--- src/inc/rpg_pkg.sv ---
// Constants, register map and reset values of the RF pulse gate block
package rpg_pkg;
    // Clock and timing
    localparam int          CLK_HZ_INT   = 200_000_000;
    localparam logic [27:0] CLK_HZ       = 28'(CLK_HZ_INT);
    localparam logic [27:0] ACC_PER_PCT  = 28'(CLK_HZ_INT / 100);
    localparam int          MIN_PULSE_US = 50;
    localparam logic [7:0]  CYC_PER_US   = 8'(CLK_HZ_INT / 1_000_000);
    localparam logic [31:0] US_PER_PCTHZ = 32'h0000_2710;
    localparam logic [31:0] MIN_PULSE_K  = 32'(MIN_PULSE_US);
    // Frequency and duty limits
    localparam logic [15:0] FREQ_MIN_HZ  = 16'h03E8;
    localparam logic [15:0] FREQ_MAX_HZ  = 16'h4D58;
    localparam logic [6:0]  DUTY_FULL    = 7'h64;
    // Reset values
    localparam logic [15:0] FREQ_RST     = 16'h03E8;
    localparam logic [6:0]  DUTY_RST     = 7'h32;
    // Read-back codes
    localparam logic [31:0] TRIG_FREE    = 32'h0000_0001;
    localparam logic [31:0] RSVD_FILL    = 32'h0000_00FF;
    localparam logic [31:0] RSVD_ZERO    = 32'h0000_0000;
    // Register byte offsets
    localparam logic [7:0]  OFS_FREQ     = 8'h00;
    localparam logic [7:0]  OFS_RSV0     = 8'h04;
    localparam logic [7:0]  OFS_TRIG     = 8'h08;
    localparam logic [7:0]  OFS_RSV1     = 8'h0C;
    localparam logic [7:0]  OFS_RSV2     = 8'h10;
    localparam logic [7:0]  OFS_RSV3     = 8'h14;
    localparam logic [7:0]  OFS_RSV4     = 8'h18;
    localparam logic [7:0]  OFS_DUTY     = 8'h1C;
    localparam logic [7:0]  OFS_TIMED    = 8'h20;
    localparam logic [7:0]  OFS_STATUS   = 8'h24;
    // Timed enable request fields
    localparam int          TIMED_EN_BIT = 31;
endpackage

--- src/hdl/rpg_top.sv ---
// RF pulse gate, trigger and timed RF enable with an AHB-Lite register slave
// Operation
// - Frequency accepted from 1000 Hz upward
// - Average power scales with on-fraction
// - Trigger pulse emitted inside each on-pulse that starts on a period wrap
// - Above upper frequency RF stays on
// - Frequency write ignores reserved field, answers OKAY
// - Duty accepted from zero to hundred percent
// - Hundred percent duty leaves RF on
// - Duty giving pulse under 50 us rejected
// - Settings read in documented field order
// - Trigger mode reads one, free running
// - Timed request raises RF once, enable one
// - Timed enable independent of modulation
//
// Local design decisions: the address map and the AHB-Lite register port.
`timescale 1ns/1ps
module rpg_top
    import rpg_pkg::*;
(
    input  wire logic        ref_clk,
    input  wire logic        rst,
    input  wire logic        hsel,
    input  wire logic [31:0] haddr,
    input  wire logic [1:0]  htrans,
    input  wire logic        hwrite,
    input  wire logic [2:0]  hsize,
    input  wire logic [31:0] hwdata,
    input  wire logic        hready,
    output logic      [31:0] hrdata,
    output logic             hreadyout,
    output logic             hresp,
    output logic             rfGate,
    output logic             measTrig,
    output logic             rfTimed
);

    // Bus state
    logic        wrPend_r, wrPend_nxt;
    logic [7:0]  wrAddr_r, wrAddr_nxt;
    logic [31:0] hrdata_r, hrdata_nxt;
    // Configuration state
    logic [15:0] freqCfg_r, freqCfg_nxt;
    logic [6:0]  dutyCfg_r, dutyCfg_nxt;
    logic        dutyRej_r, dutyRej_nxt;
    logic        freqRej_r, freqRej_nxt;
    // Generator state
    logic [27:0] acc_r, acc_nxt;
    logic [15:0] freqAct_r, freqAct_nxt;
    logic [6:0]  dutyAct_r, dutyAct_nxt;
    logic        gate_r, gate_nxt;
    logic        trig_r, trig_nxt;
    // Timed enable state
    logic [7:0]  usCnt_r, usCnt_nxt;
    logic [30:0] remain_r, remain_nxt;
    logic        timed_r, timed_nxt;

    logic        addrPhase;
    logic        wrFreq, wrDuty, wrTimed;
    logic        dutyOk, freqOk, wrap, modOff;
    logic [28:0] accSum;
    logic [31:0] onTimeK, limitK;

    assign addrPhase = hsel & htrans[1] & hready;
    assign wrFreq    = wrPend_r & (wrAddr_r == OFS_FREQ);
    assign wrDuty    = wrPend_r & (wrAddr_r == OFS_DUTY);
    assign wrTimed   = wrPend_r & (wrAddr_r == OFS_TIMED) & hwdata[TIMED_EN_BIT];

    // Zero wait states, always OKAY
    assign hreadyout = 1'b1;
    assign hresp     = 1'b0;
    assign hrdata    = hrdata_r;
    assign rfGate    = gate_r;
    assign measTrig  = trig_r;
    assign rfTimed   = timed_r;

    // Register read mux in settings order
    function automatic logic [31:0] regRead(input logic [7:0] a);
        logic [31:0] v;
        v = RSVD_ZERO;
        unique case (a)
            OFS_FREQ:   v = {16'h0000, freqCfg_r};
            OFS_TRIG:   v = TRIG_FREE;
            OFS_RSV0:   v = RSVD_ZERO;
            OFS_RSV1,
            OFS_RSV2,
            OFS_RSV3,
            OFS_RSV4:   v = RSVD_FILL;
            OFS_DUTY:   v = {25'h0000000, dutyCfg_r};
            OFS_STATUS: v = {27'h0000000, modOff, freqRej_r, dutyRej_r, timed_r, gate_r};
            default:    v = RSVD_ZERO;
        endcase
        return v;
    endfunction

    // Address phase capture and read data
    always_comb begin
        wrPend_nxt = addrPhase & hwrite;
        wrAddr_nxt = addrPhase ? haddr[7:0] : wrAddr_r;
        hrdata_nxt = (addrPhase & ~hwrite) ? regRead(haddr[7:0]) : hrdata_r;
    end

    always_ff @(posedge ref_clk or posedge rst) begin
        if (rst) begin
            wrPend_r <= 1'b0;
            wrAddr_r <= 8'h00;
            hrdata_r <= 32'h0000_0000;
        end else begin
            wrPend_r <= wrPend_nxt;
            wrAddr_r <= wrAddr_nxt;
            hrdata_r <= hrdata_nxt;
        end
    end

    // On-time check in us times frequency units
    assign onTimeK = 32'(hwdata[6:0]) * US_PER_PCTHZ;
    assign limitK  = MIN_PULSE_K * 32'(freqCfg_r);
    always_comb begin
        dutyOk = 1'b0;
        if (hwdata[31:0] <= 32'(DUTY_FULL)) begin
            dutyOk = (hwdata[6:0] == 7'h00) || (hwdata[6:0] == DUTY_FULL)
                     || (onTimeK >= limitK);
        end
    end
    assign freqOk = hwdata[15:0] >= FREQ_MIN_HZ;

    // Configuration writes, frequency reserved upper half ignored, duty rejected if the whole word exceeds 100
    always_comb begin
        freqCfg_nxt = freqCfg_r;
        freqRej_nxt = freqRej_r;
        dutyCfg_nxt = dutyCfg_r;
        dutyRej_nxt = dutyRej_r;
        if (wrFreq) begin
            freqRej_nxt = ~freqOk;
            if (freqOk) begin
                freqCfg_nxt = hwdata[15:0];
            end
        end
        if (wrDuty) begin
            dutyRej_nxt = ~dutyOk;
            if (dutyOk) begin
                dutyCfg_nxt = hwdata[6:0];
            end
        end
    end

    always_ff @(posedge ref_clk or posedge rst) begin
        if (rst) begin
            freqCfg_r <= FREQ_RST;
            freqRej_r <= 1'b0;
            dutyCfg_r <= DUTY_RST;
            dutyRej_r <= 1'b0;
        end else begin
            freqCfg_r <= freqCfg_nxt;
            freqRej_r <= freqRej_nxt;
            dutyCfg_r <= dutyCfg_nxt;
            dutyRej_r <= dutyRej_nxt;
        end
    end

    // Phase accumulator period generator
    assign accSum = {1'b0, acc_r} + {13'h0000, freqAct_r};
    assign wrap   = accSum >= {1'b0, CLK_HZ};
    assign modOff = (dutyAct_r == DUTY_FULL) || (freqAct_r > FREQ_MAX_HZ);
    always_comb begin
        acc_nxt     = wrap ? 28'(accSum - {1'b0, CLK_HZ}) : accSum[27:0];
        freqAct_nxt = wrap ? freqCfg_r : freqAct_r;
        dutyAct_nxt = wrap ? dutyCfg_r : dutyAct_r;
        if (modOff) begin
            gate_nxt = 1'b1;
        end else begin
            gate_nxt = acc_nxt < (28'(dutyAct_r) * ACC_PER_PCT);
        end
        trig_nxt = wrap & gate_nxt;
    end

    always_ff @(posedge ref_clk or posedge rst) begin
        if (rst) begin
            acc_r     <= 28'h0000000;
            freqAct_r <= FREQ_RST;
            dutyAct_r <= DUTY_RST;
            gate_r    <= 1'b0;
            trig_r    <= 1'b0;
        end else begin
            acc_r     <= acc_nxt;
            freqAct_r <= freqAct_nxt;
            dutyAct_r <= dutyAct_nxt;
            gate_r    <= gate_nxt;
            trig_r    <= trig_nxt;
        end
    end

    // One-shot timed enable in microseconds
    always_comb begin
        usCnt_nxt  = usCnt_r;
        remain_nxt = remain_r;
        timed_nxt  = timed_r;
        if (wrTimed) begin
            usCnt_nxt  = 8'h00;
            remain_nxt = hwdata[30:0];
            timed_nxt  = hwdata[30:0] != 31'h00000000;
        end else if (timed_r) begin
            if (usCnt_r == CYC_PER_US - 8'h01) begin
                usCnt_nxt  = 8'h00;
                remain_nxt = remain_r - 31'h00000001;
                timed_nxt  = remain_r != 31'h00000001;
            end else begin
                usCnt_nxt = usCnt_r + 8'h01;
            end
        end
    end

    always_ff @(posedge ref_clk or posedge rst) begin
        if (rst) begin
            usCnt_r  <= 8'h00;
            remain_r <= 31'h00000000;
            timed_r  <= 1'b0;
        end else begin
            usCnt_r  <= usCnt_nxt;
            remain_r <= remain_nxt;
            timed_r  <= timed_nxt;
        end
    end

    // Check helpers, cycles since the last timed request
    logic [15:0] timedAge_r, timedAge_nxt;
    logic        twoUsReq_r, twoUsReq_nxt;
    logic [15:0] twoUsLast;

    // Last high cycle of a two microsecond request
    assign twoUsLast = {7'h00, CYC_PER_US, 1'b0} - 16'h0001;

    // Age restarts on every accepted request, saturates when idle
    always_comb begin
        timedAge_nxt = timedAge_r;
        twoUsReq_nxt = twoUsReq_r;
        if (wrTimed) begin
            timedAge_nxt = 16'h0000;
            twoUsReq_nxt = hwdata[30:0] == 31'h00000002;
        end else if (timedAge_r != 16'hFFFF) begin
            timedAge_nxt = timedAge_r + 16'h0001;
        end
    end

    always_ff @(posedge ref_clk or posedge rst) begin
        if (rst) begin
            timedAge_r <= 16'h0000;
            twoUsReq_r <= 1'b0;
        end else begin
            timedAge_r <= timedAge_nxt;
            twoUsReq_r <= twoUsReq_nxt;
        end
    end
endmodule

--- config.mk ---
export PLATFORM = sky130hd
export DESIGN_NAME = rpg_top
export DESIGN_NICKNAME = d
export VERILOG_FILES = /design/src/inc/rpg_pkg.sv /design/src/hdl/rpg_top.sv
export SDC_FILE = /design/constraint.sdc
export NUM_CORES = 1
export LEC_CHECK = 0
export BUFFER_PORTS_ARGS = -buffer_cell sky130_fd_sc_hd__clkbuf_2
export CORE_MARGIN = 5
export CORE_UTILIZATION = 60
export CTS_CLUSTER_DIAMETER = 200
export DETAILED_ROUTE_END_ITERATION = 12
export PLACE_DENSITY_LB_ADDON = 0.2
export RECOVER_POWER = 25
export SETUP_SLACK_MARGIN = 0.2
export SLEW_MARGIN = 20
export SYNTH_ARGS = -nofsm -noshare
export SYNTH_HDL_FRONTEND = slang
export SYNTH_SLANG_ARGS = --single-unit
--- constraint.sdc ---
create_clock -name ref_clk -period 12.4 [get_ports ref_clk]
set_clock_uncertainty 0.05 [all_clocks]
set_input_delay 1.24 -clock ref_clk [delete_from_list [all_inputs] [get_ports ref_clk]]
set_output_delay 1.24 -clock ref_clk [all_outputs]
set_load 0.1 [all_outputs]
[Word-level counts from Yosys, hierarchy flattened]
Index checks and enable logic that the tools add are counted.
Word-level totals
  input bits: 74
  output and inout bits: 37
  register bits after elaboration: 159
  logic and storage cells: 79
Operators by class
  equal/unequal tests: 13
  mux-type cells: 13
  multiply operators: 3
  reduce and logical (&&, ||, !) cells: 13
  $add $sub $neg: 4
  bitwise gates (word level): 12
  $lt $le $gt $ge: 6
Operators by type and width (number)
  2-to-1 mux 31 bit: 3
  one-hot mux 16 bit (5 select lines): 1
  == test 8 x 5 -> 1 bit (second input constant): 5
  <= comparator 32 x 7 -> 1 bit (second input constant): 1
  != test 31 x 1 -> 1 bit (second input constant): 1
  nonzero test 31 bit: 1
  subtractor 31 x 1 -> 31 bit (second input constant): 1
  adder 28 x 16 -> 29 bit: 1
  >= comparator 29 x 28 -> 1 bit (second input constant): 1
  less-than comparator 28 bit: 1
  2-to-1 mux 28 bit: 1
  subtractor 28 bit (second input constant): 1
  2-to-1 mux 8 bit: 3
  >= comparator 21 x 22 -> 1 bit: 1
  multiplier 5 x 16 -> 21 bit (first input constant): 1
  multiplier 7 x 14 -> 21 bit (second input constant): 1
  multiplier 7 x 10 -> 17 bit (second input constant): 1
  == test 8 x 4 -> 1 bit (second input constant): 2
  == test 8 x 6 -> 1 bit (second input constant): 2
  >= comparator 16 x 10 -> 1 bit (second input constant): 1
  > comparator 16 x 15 -> 1 bit (second input constant): 1
  zero test 8 bit: 2
  == test 7 bit (second input constant): 2
  AND 1 bit: 9
  9 further kinds: 20

[Logic depth before layout (Yosys ltp)]
Gate-level depths: netlist of the first run.
  depth in word-level cells: 6
  mapped depth: 28
  depth with buffers taken out: 28

[Worst setup path after synthesis of the first run]
No wires, ideal clock.
  path kind: in2reg
  from: input port hwdata[1]
  to: register dutyCfg_r[0]
  data arrival time: 5.716 ns
  slack: 6.510 ns
  library setup time: 0.125 ns
  stages: 22
  required time: 12.225 ns
  path buffers: 0
  path through: inv_1 -> fa_1 -> fa_1 -> inv_1 -> ha_1 -> ha_1 -> a21oi_1 -> o21ai_0 -> a21oi_1 -> nor2b_1 -> o21a_1 -> o21ai_0 -> nand2b_1 -> a21oi_1 -> xnor2_1 -> ha_1 -> nand3_1 -> nor2_1 -> a221o_1 -> a31oi_1 -> o31ai_2 -> mux2_2
Between the ends
  longest elaborated chain between the ends: 5
  elaborated cells between the ends (all ways): 9
  those cells by class: 1 x mul; 2 x order compare; 1 x eq/ne; 1 x mux; 4 x reduce/logical
RTL lines
  start, declared: RTL line rpg_top.sv:28  | input wire logic [31:0] hwdata,
  multiplier 7 x 10 -> 17 bit (tied with other cells): RTL line rpg_top.sv:116  | assign onTimeK = 32'(hwdata[6:0]) * US_PER_PCTHZ;
  >= comparator 21 x 22 -> 1 bit / logical OR 1 bit (equally long branches): RTL line rpg_top.sv:122, rpg_top.sv:121
  logical OR 1 bit: RTL line rpg_top.sv:122  | || (onTimeK >= limitK);
  2-to-1 mux 1 bit *: RTL line rpg_top.sv:120  | if (hwdata[31:0] <= 32'(DUTY_FULL)) begin
  AND reduction 2 bit (no source line) *
  end signal, assigned: RTL line rpg_top.sv:156  | dutyCfg_r <= dutyCfg_nxt;
  end, declared: RTL line rpg_top.sv:44  | logic [6:0] dutyCfg_r, dutyCfg_nxt;
Every way passes the cells marked *; elsewhere a longest branch is shown, timed or not.
A chain may end at the register's enable or synchronous reset.

[Final worst setup path of the first run]
  from: register freqAct_r[0]
  to: register trig_r (netlist: measTrig)
Between the ends
  longest elaborated chain between the ends: 6
  elaborated cells between the ends (all ways): 9
  those cells by class: 2 x add/sub; 3 x order compare; 2 x mux; 1 x bitwise; 1 x reduce/logical
RTL lines
  start, declared: RTL line rpg_top.sv:49  | logic [15:0] freqAct_r, freqAct_nxt;
  start signal, assigned: RTL line rpg_top.sv:186  | freqAct_r <= freqAct_nxt;
  adder 28 x 16 -> 29 bit *: RTL line rpg_top.sv:162  | assign accSum = {1'b0, acc_r} + {13'h0000, freqAct_r};
  subtractor 28 bit / >= comparator 29 x 28 -> 1 bit (equally long branches): RTL line rpg_top.sv:166, rpg_top.sv:163
  2-to-1 mux 28 bit *: RTL line rpg_top.sv:166  | acc_nxt = wrap ? 28'(accSum - {1'b0, CLK_HZ}) : accSum[27:0];
  via acc_nxt[14]: RTL line rpg_top.sv:48  | logic [27:0] acc_r, acc_nxt;
  less-than comparator 28 bit *: RTL line rpg_top.sv:172  | gate_nxt = acc_nxt < (28'(dutyAct_r) * ACC_PER_PCT);
  2-to-1 mux 1 bit *: RTL line rpg_top.sv:169  | if (modOff) begin
  via gate_nxt: RTL line rpg_top.sv:51  | logic gate_r, gate_nxt;
  AND 1 bit *: RTL line rpg_top.sv:174  | trig_nxt = wrap & gate_nxt;
  via trig_nxt: RTL line rpg_top.sv:52  | logic trig_r, trig_nxt;
  end signal, assigned: RTL line rpg_top.sv:189  | trig_r <= trig_nxt;
  end, declared: RTL line rpg_top.sv:52
The timed path passes the listed nets; every way through them passes the cells marked *.

==> impl_metrics.sql, run 1 <==
INSERT INTO impl_metrics (metric_group, metric, value, unit) VALUES
('status', 'run_status', 'complete, but fails checks', ''),
('status', 'failing_checks', 'capacitance limit, slew limit', ''),
('die', 'die_w', '154', 'um'),
('synth', 'syn_avg_cell_area', '9.24', 'um^2'),
('setup_path', 'worst_ep_required_time', '12.69', 'ns'),
('grt', 'grt_first_pass_wirelength', '47.6', 'mm'),
('synth', 'ys_dominant_reg_cell', 'dfrtp_1', ''),
('sta', 'max_slew.worst_pin.slew', '3.90', 'ns'),
('hold_path', 'timing.hold.worst.class', 'flop to flop', ''),
('grt', 'grt_antenna_before_repair', '2', ''),
('grt', 'grt_start_max_net_pins', '90', ''),
('finish', 'layout-drive-gt1-share', '0.109', ''),
('setup_path', 'crit_path_max_incr_delay', '0.68', 'ns'),
('sta', 'count_of_final_max_slew_check_failures', '90', ''),
('sta', 'final_worst_path_cycle_share', '0.541', ''),
('cts', 'clock_tree_buf_depth', '2', ''),
('routing', 'route.antenna.remaining_nets', '0', ''),
('routing', 'drt-total-wl', '28.8', 'mm'),
('job', 'cap_violations', '1', ''),
('synth', 'ys_ff_latch', '143', ''),
('die', 'die_height', '154', 'um'),
('placement', 'placed_area', '13000', 'um^2'),
('placement', 'worst_setup_slack_post_dpl', '5.48', 'ns'),
('finish', 'finish.net_count', '1724', ''),
('grt', 'global_route.usage.total', '0.244', ''),
('routing', 'avgViaCountPerCell', '5.78', ''),
('synth', 'synth_cells', '1352', ''),
('sta', 'setup-violations-final', '0', ''),
('sta', 'max_slew_margin', '-1.62', ''),
('sta', 'timing.setup.tns', '0', 'ns'),
('die', 'die_area', '23800', 'um^2'),
('sta', 'timing.fmax', '149', 'MHz'),
('die', 'initial_utilization', '0.614', ''),
('pwr', 'p_leak', '6.80', 'nW'),
('cts', 'cts.reportedPaths.clkPinSlew', '0.06', 'ns'),
('die', 'rows', '52', ''),
('synth', 'synthesis.area', '12500', 'um^2'),
('grt', 'globalRouteOverflowTotal', '0', ''),
('finish', 'design_area', '13600', 'um^2'),
('setup_path', 'critical_path.endpoint_type', 'flop', ''),
('synth', 'synth_unique_cells', '75', ''),
('cts', 'h_tree_level_count', '4', ''),
('finish', 'area_delta_synth_final', '8.82', '%'),
('cts', 'post-cts-setup-buffer-count', '0', ''),
('sta', 'setup_repair_after_global_routing_missed_its_margin', 'false', ''),
('cts', 'cts_resized', '0', ''),
('synth', 'yosys_warnings', '0', ''),
('routing', 'detailedRoute.firstPassIterationCount', '5', ''),
('grt', 'first_global_vias', '9796', ''),
('cts', 'ctsRootBufferMaster', 'clkbuf_16', ''),
('die', 'io-pin-count', '111', ''),
('setup_path', 'setup.worst_path.start_class', 'flop', ''),
('routing', 'initialDrtViolationCount', '437', ''),
('setup_path', 'cp_top_family', 'compound AO/OA/AOI/OAI gates', ''),
('grt', 'globalRouteMet2Util', '0.421', ''),
('setup_path', 'timing.critical_path.slowest_stage_cell', 'nand2_2', ''),
('sta', 'hold_violation_count_in_the_final_report', '0', ''),
('sta', 'timing.final.ws_setup', '5.70', 'ns'),
('setup_path', 'timing.critical_path.arrival', '6.99', 'ns'),
('synth', 'postSynth.asyncResetShare', '1.00', ''),
('cts', 'worst_skew_late_latency', '0.43', 'ns'),
('setup_path', 'worst-path-max-fanout', '46', ''),
('grt', 'grt_util_met3', '0.0411', ''),
('sta', 'fin_crit', '6.70', 'ns'),
('synth', 'synth_seq_area_share', '0.288', ''),
('placement', 'place.detailed.hpwl', '22.5', 'mm'),
('die', 'placeableCoreArea', '20400', 'um^2'),
('placement', 'place_congestion', '0.886', ''),
('pwr', 'ir_drop', '0.0849', 'mV'),
('routing', 'wl_per_cell', '17.0', 'um'),
('routing', 'detail_route.drc_violations', '0', ''),
('cts', 'cts_tree', 'built', ''),
('cts', 'cts.sink_count', '143', ''),
('routing', 'routed-via-count', '9827', ''),
('placement', 'place.port_buffers', '64', ''),
('grt', 'top_usage_layer', 'met2', ''),
('pwr', 'pwr_density_cell', '103', 'nW/um^2'),
('cts', 'cts_hold_buf', '0', ''),
('synth', 'number_of_flops_mapped_to_enable_cells_by_yosys', '0', ''),
('grt', 'global_route.usage.met1', '0.313', ''),
('setup_path', 'worstPathBufferInverterCount', '1', ''),
('cts', 'numCtsBuffers', '17', ''),
('setup_path', 'timing_worst_setup_path_type', 'flop to flop', '');
routing by layer:
layer	up-vias	wire, um
met2	247	14300
met1	4696	12400
met5	-	13
li1	4820	-
met3	62	1240
met4	2	848
area by class of cell:
cell class	count	area, um^2
tap	270	338
timing repair buffer	69	357
clock inverter	14	146
clock buffer	18	429
fill	1650	6770
sequential	143	3600
antenna	1	2.50
multi-input combinational	1037	8170
inverter	147	553
worst paths after layout:
check	start	to	slack (ns)	cells after the start
max	freqAct_r[0]	measTrig	5.70	26
min	freqAct_r[6]	freqAct_r[6]	0.43	2
max reg2reg	freqAct_r[0]	measTrig	5.70	26
min reg2reg	freqAct_r[6]	freqAct_r[6]	0.43	2
max in group asynchronous	rst	hrdata[9]	8.42	3
min in group asynchronous	rst	acc_r[4]	1.91	2
where the power goes:
group	leakage (nW)	switching, mW	total [mW]	internal [mW]
registers	1.73	0.0333	0.530	0.497
clock network	0.275	0.225	0.508	0.283
logic	4.80	0.210	0.361	0.151
total	6.80	0.469	1.40	0.931
through the flow:
stage,utilization,power (mW),hold slack [ns],instances
floorplan,-,0.814,0.402,1368
global placement,0.640,0.885,0.419,1666
detailed placement,0.640,0.900,0.424,1666
CTS,0.668,1.41,0.433,1698
global route,0.668,1.48,0.450,1699
finish,0.668,1.40,0.431,1699
registers in the layout, indices dropped and copies added (netlist names), 7 cells and up:
signal / cells
freqAct_r: 16
wrAddr_r: 8
dutyCfg_r: 7
hrdata: 16
freqCfg_r: 16
dutyAct_r: 7
remain_r: 31
usCnt_r: 8
acc_r: 28
worst min-delay path: cells and delay by family (launching register included):
family          cells  cell delay, ns
compound gates      1            0.05
simple gates        1            0.05
flops               1            0.38
cell families after synthesis:
logic type | synth area share
simple gates | 0.140
other cells | 0.000601
flops | 0.288
fa+ha+maj | 0.255
xor+xnor | 0.0792
buf+inv | 0.0628
mux | 0.0331
compound gates | 0.141
placed cells by master (no fill, tap or decap), types with 21 or more instances in the layout:
cell type,synthesis,layout
xnor2_1,71,71
inv_1,146,145
ha_1,203,203
a21o_1,22,22
clkbuf_2,0,63
xor2_1,42,42
nand2b_1,22,22
a21oi_1,93,93
o21ai_1,20,21
nor2_1,98,98
nor3_1,35,35
dfrtp_1,125,125
fa_1,32,32
nand2_1,85,85
o21ai_0,51,50
mux2_2,25,25
synth_stat cells, drive strengths merged (18+ instances only):
cell type	instances	area, um^2
o21ai	71	355
xor2	42	368
inv	146	548
dfrtp	125	3130
nand3	18	90.1
nand2	86	325
buf	20	154
fa	32	641
a21o	22	165
dfstp	18	473
nor2	98	368
a21oi	93	465
mux2	35	394
nand2b	22	138
xnor2	71	622
clkbuf	21	78.8
ha	203	2540
nor3	35	175
Note: power is estimated with default switching activity, not from simulation.
==> run 2: changes to the inputs <==
==> constraint.sdc (replaced) <==
create_clock -name ref_clk -period 6.84 [get_ports ref_clk]
set_clock_uncertainty 0.05 [all_clocks]
set_input_delay 0.684 -clock ref_clk [delete_from_list [all_inputs] [get_ports ref_clk]]
set_output_delay 0.684 -clock ref_clk [all_outputs]
set_load 0.1 [all_outputs]
==> run 2 against run 1 <==
  * Power increased by 82%
  * Worst setup slack worse by 4.9 ns
  * Clock-buffer cell count did not move
  * Critical endpoint unchanged
  * The flow still finishes with violations (capacitance limit, slew limit)
  * Clock power up 82%
  * Hold slack worse by 0.0037 ns
==> impl_metrics.sql, run 2 (synthesis results as in run 1) <==
INSERT INTO impl_metrics (metric_group, metric, value, unit) VALUES
('status', 'run_status', 'complete, but fails checks', ''),
('status', 'failing_checks', 'capacitance limit, slew limit', ''),
('routing', 'detailedRoute.firstPassIterationCount', '7', ''),
('setup_path', 'reg2reg_slack', '0.78', 'ns'),
('sta', 'fin_crit', '6.06', 'ns'),
('sta', 'setup-violations-final', '0', ''),
('grt', 'grt_antenna_before_repair', '2', ''),
('setup_path', 'critical_path.reg2reg.startpoint', 'freqAct_r[0]', ''),
('setup_path', 'crit-reg2reg-capture', 'measTrig', ''),
('die', 'die_height', '154', 'um'),
('sta', 'final_worst_path_cycle_share', '0.886', ''),
('setup_path', 'worst_ep_required_time', '7.15', 'ns'),
('die', 'die_w', '154', 'um'),
('pwr', 'ir_drop', '0.166', 'mV'),
('finish', 'max_flop_register', 'remain_r', ''),
('sta', 'max_slew_margin', '-1.13', ''),
('sta', 'count_of_final_max_slew_check_failures', '74', ''),
('finish', 'antenna_cells_inserted', '0', ''),
('routing', 'm1WireLength', '12.3', 'mm'),
('pwr', 'sequentialPowerShare', '0.378', ''),
('die', 'placeableCoreArea', '20400', 'um^2'),
('routing', 'detailroute.wirelength.met3', '1.25', 'mm'),
('sta', 'max_slew.worst_pin.slew', '3.18', 'ns'),
('routing', 'wl_per_cell', '16.8', 'um'),
('cts', 'numCtsBuffers', '17', ''),
('sta', 'hold_violation_count_in_the_final_report', '0', ''),
('die', 'io-pin-count', '111', ''),
('cts', 'post-cts-setup-buffer-count', '0', ''),
('pwr', 'power.combinational.fraction', '0.259', ''),
('cts', 'h_tree_level_count', '4', ''),
('sta', 'timing.setup.tns', '0', 'ns'),
('pwr', 'power.switching', '0.854', 'mW'),
('routing', 'route.antenna.remaining_nets', '0', ''),
('routing', 'avgViaCountPerCell', '5.78', ''),
('hold_path', 'timing.hold.worst.class', 'flop to flop', ''),
('sta', 'fin_hold_ws', '0.427', 'ns'),
('finish', 'largest_registers', 'remain_r (31), acc_r (28)', ''),
('placement', 'place.detailed.hpwl', '22.4', 'mm'),
('placement', 'placed_area', '13000', 'um^2'),
('grt', 'globalRouteOverflowTotal', '0', ''),
('finish', 'finish.net_count', '1727', ''),
('grt', 'grt_start_max_net_pins', '74', ''),
('setup_path', 'setup.worst_path.start_class', 'flop', ''),
('die', 'rows', '52', ''),
('grt', 'first_global_vias', '9717', ''),
('routing', 'met2WireLength', '14.2', 'mm'),
('job', 'cap_violations', '1', ''),
('cts', 'cts.reportedPaths.clkPinSlew', '0.06', 'ns'),
('setup_path', 'timing_worst_setup_path_type', 'flop to flop', ''),
('routing', 'drt-total-wl', '28.5', 'mm'),
('finish', 'mostFrequentLayoutCells', 'ha_1 (203), inv_1 (145), dfrtp_1 (125)', ''),
('finish', 'most_common_cell_after_layout_fill_and_taps_aside', 'ha_1', ''),
('die', 'die_area', '23800', 'um^2'),
('setup_path', 'worst-path-max-fanout', '6', ''),
('placement', 'place_congestion', '0.901', ''),
('setup_path', 'crit_end', 'measTrig', ''),
('sta', 'timing.fmax', '165', 'MHz'),
('cts', 'cts_tree', 'built', ''),
('cts', 'ctsRootBufferMaster', 'clkbuf_16', ''),
('setup_path', 'worstSetupStartpoint', 'freqAct_r[0]', ''),
('finish', 'layout-drive-gt1-share', '0.112', ''),
('finish', 'multiInputGateArea', '8180', 'um^2'),
('setup_path', 'critical_path.endpoint_type', 'flop', ''),
('routing', 'maxUsedRoutingLayer', 'met5', ''),
('hold_path', 'holdCritStartpoint', 'freqAct_r[7]', ''),
('pwr', 'pwr_density_cell', '187', 'nW/um^2'),
('pwr', 'internal_power', '1.69', 'mW'),
('finish', 'largest_reg_flops', '31', ''),
('cts', 'cts.sink_count', '143', ''),
('finish', 'seq_area', '3600', 'um^2'),
('pwr', 'switching_fraction', '0.336', ''),
('finish', 'area_delta_synth_final', '9.03', '%'),
('die', 'initial_utilization', '0.614', ''),
('sta', 'setup_repair_after_global_routing_missed_its_margin', 'false', ''),
('grt', 'grt_first_pass_wirelength', '47.1', 'mm'),
('pwr', 'fraction_of_power_consumed_by_the_clock_network', '0.363', ''),
('pwr', 'p_leak', '6.81', 'nW'),
('finish', 'design_area', '13600', 'um^2'),
('setup_path', 'ff2ff_path_depth', '27', ''),
('finish', 'fillerInstances', '1634', ''),
('routing', 'routed-via-count', '9824', ''),
('routing', 'initialDrtViolationCount', '485', ''),
('setup_path', 'timing.critical_path.arrival', '6.37', 'ns'),
('cts', 'clock_tree_buf_depth', '2', ''),
('placement', 'place.port_buffers', '64', ''),
('grt', 'global_route.usage.total', '0.243', ''),
('cts', 'worst_skew_late_latency', '0.43', 'ns'),
('routing', 'detail_route.drc_violations', '0', '');
[run 2: changes by cell type in the layout (fill, tap and decap cells not counted), sizes merged]
cell / before / now
buf: 5 / 8
clkinvlp: 4 / 3
clkinv: 4 / 5
diode: 1 / 0
[run 2: how the worst min path moves through the flow]
stage,to,slack (ns),depth (start not counted)
after detailed placement,freqAct_r[7],0.42,2
after global placement,freqAct_r[7],0.42,2
after CTS,acc_r[0],0.33,2
final,freqAct_r[7],0.43,2
after floorplan,freqAct_r[7],0.40,2
after global routing,freqAct_r[8],0.44,2
[run 2: cell type report]
type / count / share of cell area
clock inverters: 14 / 0.0108
well taps: 270 / 0.0248
clock buffers: 18 / 0.0315
inverters: 147 / 0.0406
repair buffers: 72 / 0.0278
multi-input cells: 1037 / 0.600
flip-flops and latches: 143 / 0.264
[run 2: power by group through the flow]
stage                     Clock (mW)  Sequential (mW)  Combinational [mW]
after floorplan                    0            0.960               0.516
after global placement             0            0.971               0.630
after detailed placement           0            0.973               0.662
after CTS                      0.928            0.959               0.666
after global routing           0.971            0.969               0.753
final                          0.923            0.961               0.660
[run 2: repair_timing]
item / CTS / global route
gates resized for setup: 0 / 1
setup endpoints to repair: 0 / 1
hold buffers: 0 / 0
[run 2: worst max-delay path: stages, from the launching register on]
cell and delay (ns):
dfrtp_1 0.37, ha_1 0.17, inv_1 0.05, fa_1 0.39
nand2b_1 0.18, a211oi_2 0.35, o21a_1 0.28, o21ai_1 0.21
a2111oi_0 0.65, xnor2_1 0.23, nand2_1 0.15, a2bb2oi_1 0.47
nand3_1 0.21, or3_1 0.36, xnor2_1 0.21, ha_1 0.29
a21oi_1 0.13, nor2b_1 0.05, o21ai_0 0.13, nand2b_1 0.07
a21oi_1 0.14, nor2b_1 0.05, o21ai_0 0.14, nand2b_1 0.07
a21oi_1 0.15, o31ai_1 0.10, a2bb2oi_1 0.19, nor2b_1 0.14
[run 2: stage by stage]
| step | power, mW | util | instances | setup WS [ns] |
|---|---|---|---|---|
| 5_1_grt | 2.69 | 0.669 | 1701 | 0.311 |
| 6_report | 2.54 | 0.669 | 1701 | 0.777 |
| 3_3_place_gp | 1.60 | 0.641 | 1669 | 0.777 |
| 4_1_cts | 2.55 | 0.669 | 1701 | 0.646 |
| 2_1_floorplan | 1.48 | - | 1368 | 1.33 |
| 3_5_place_dp | 1.64 | 0.641 | 1669 | 0.708 |
[run 2: metal layers]
metal | up-vias | track usage
met2 | 240 | 0.429
met5 | - | 0
met4 | 4 | 0.0807
li1 | 4836 | -
met1 | 4690 | 0.304
met3 | 54 | 0.0416
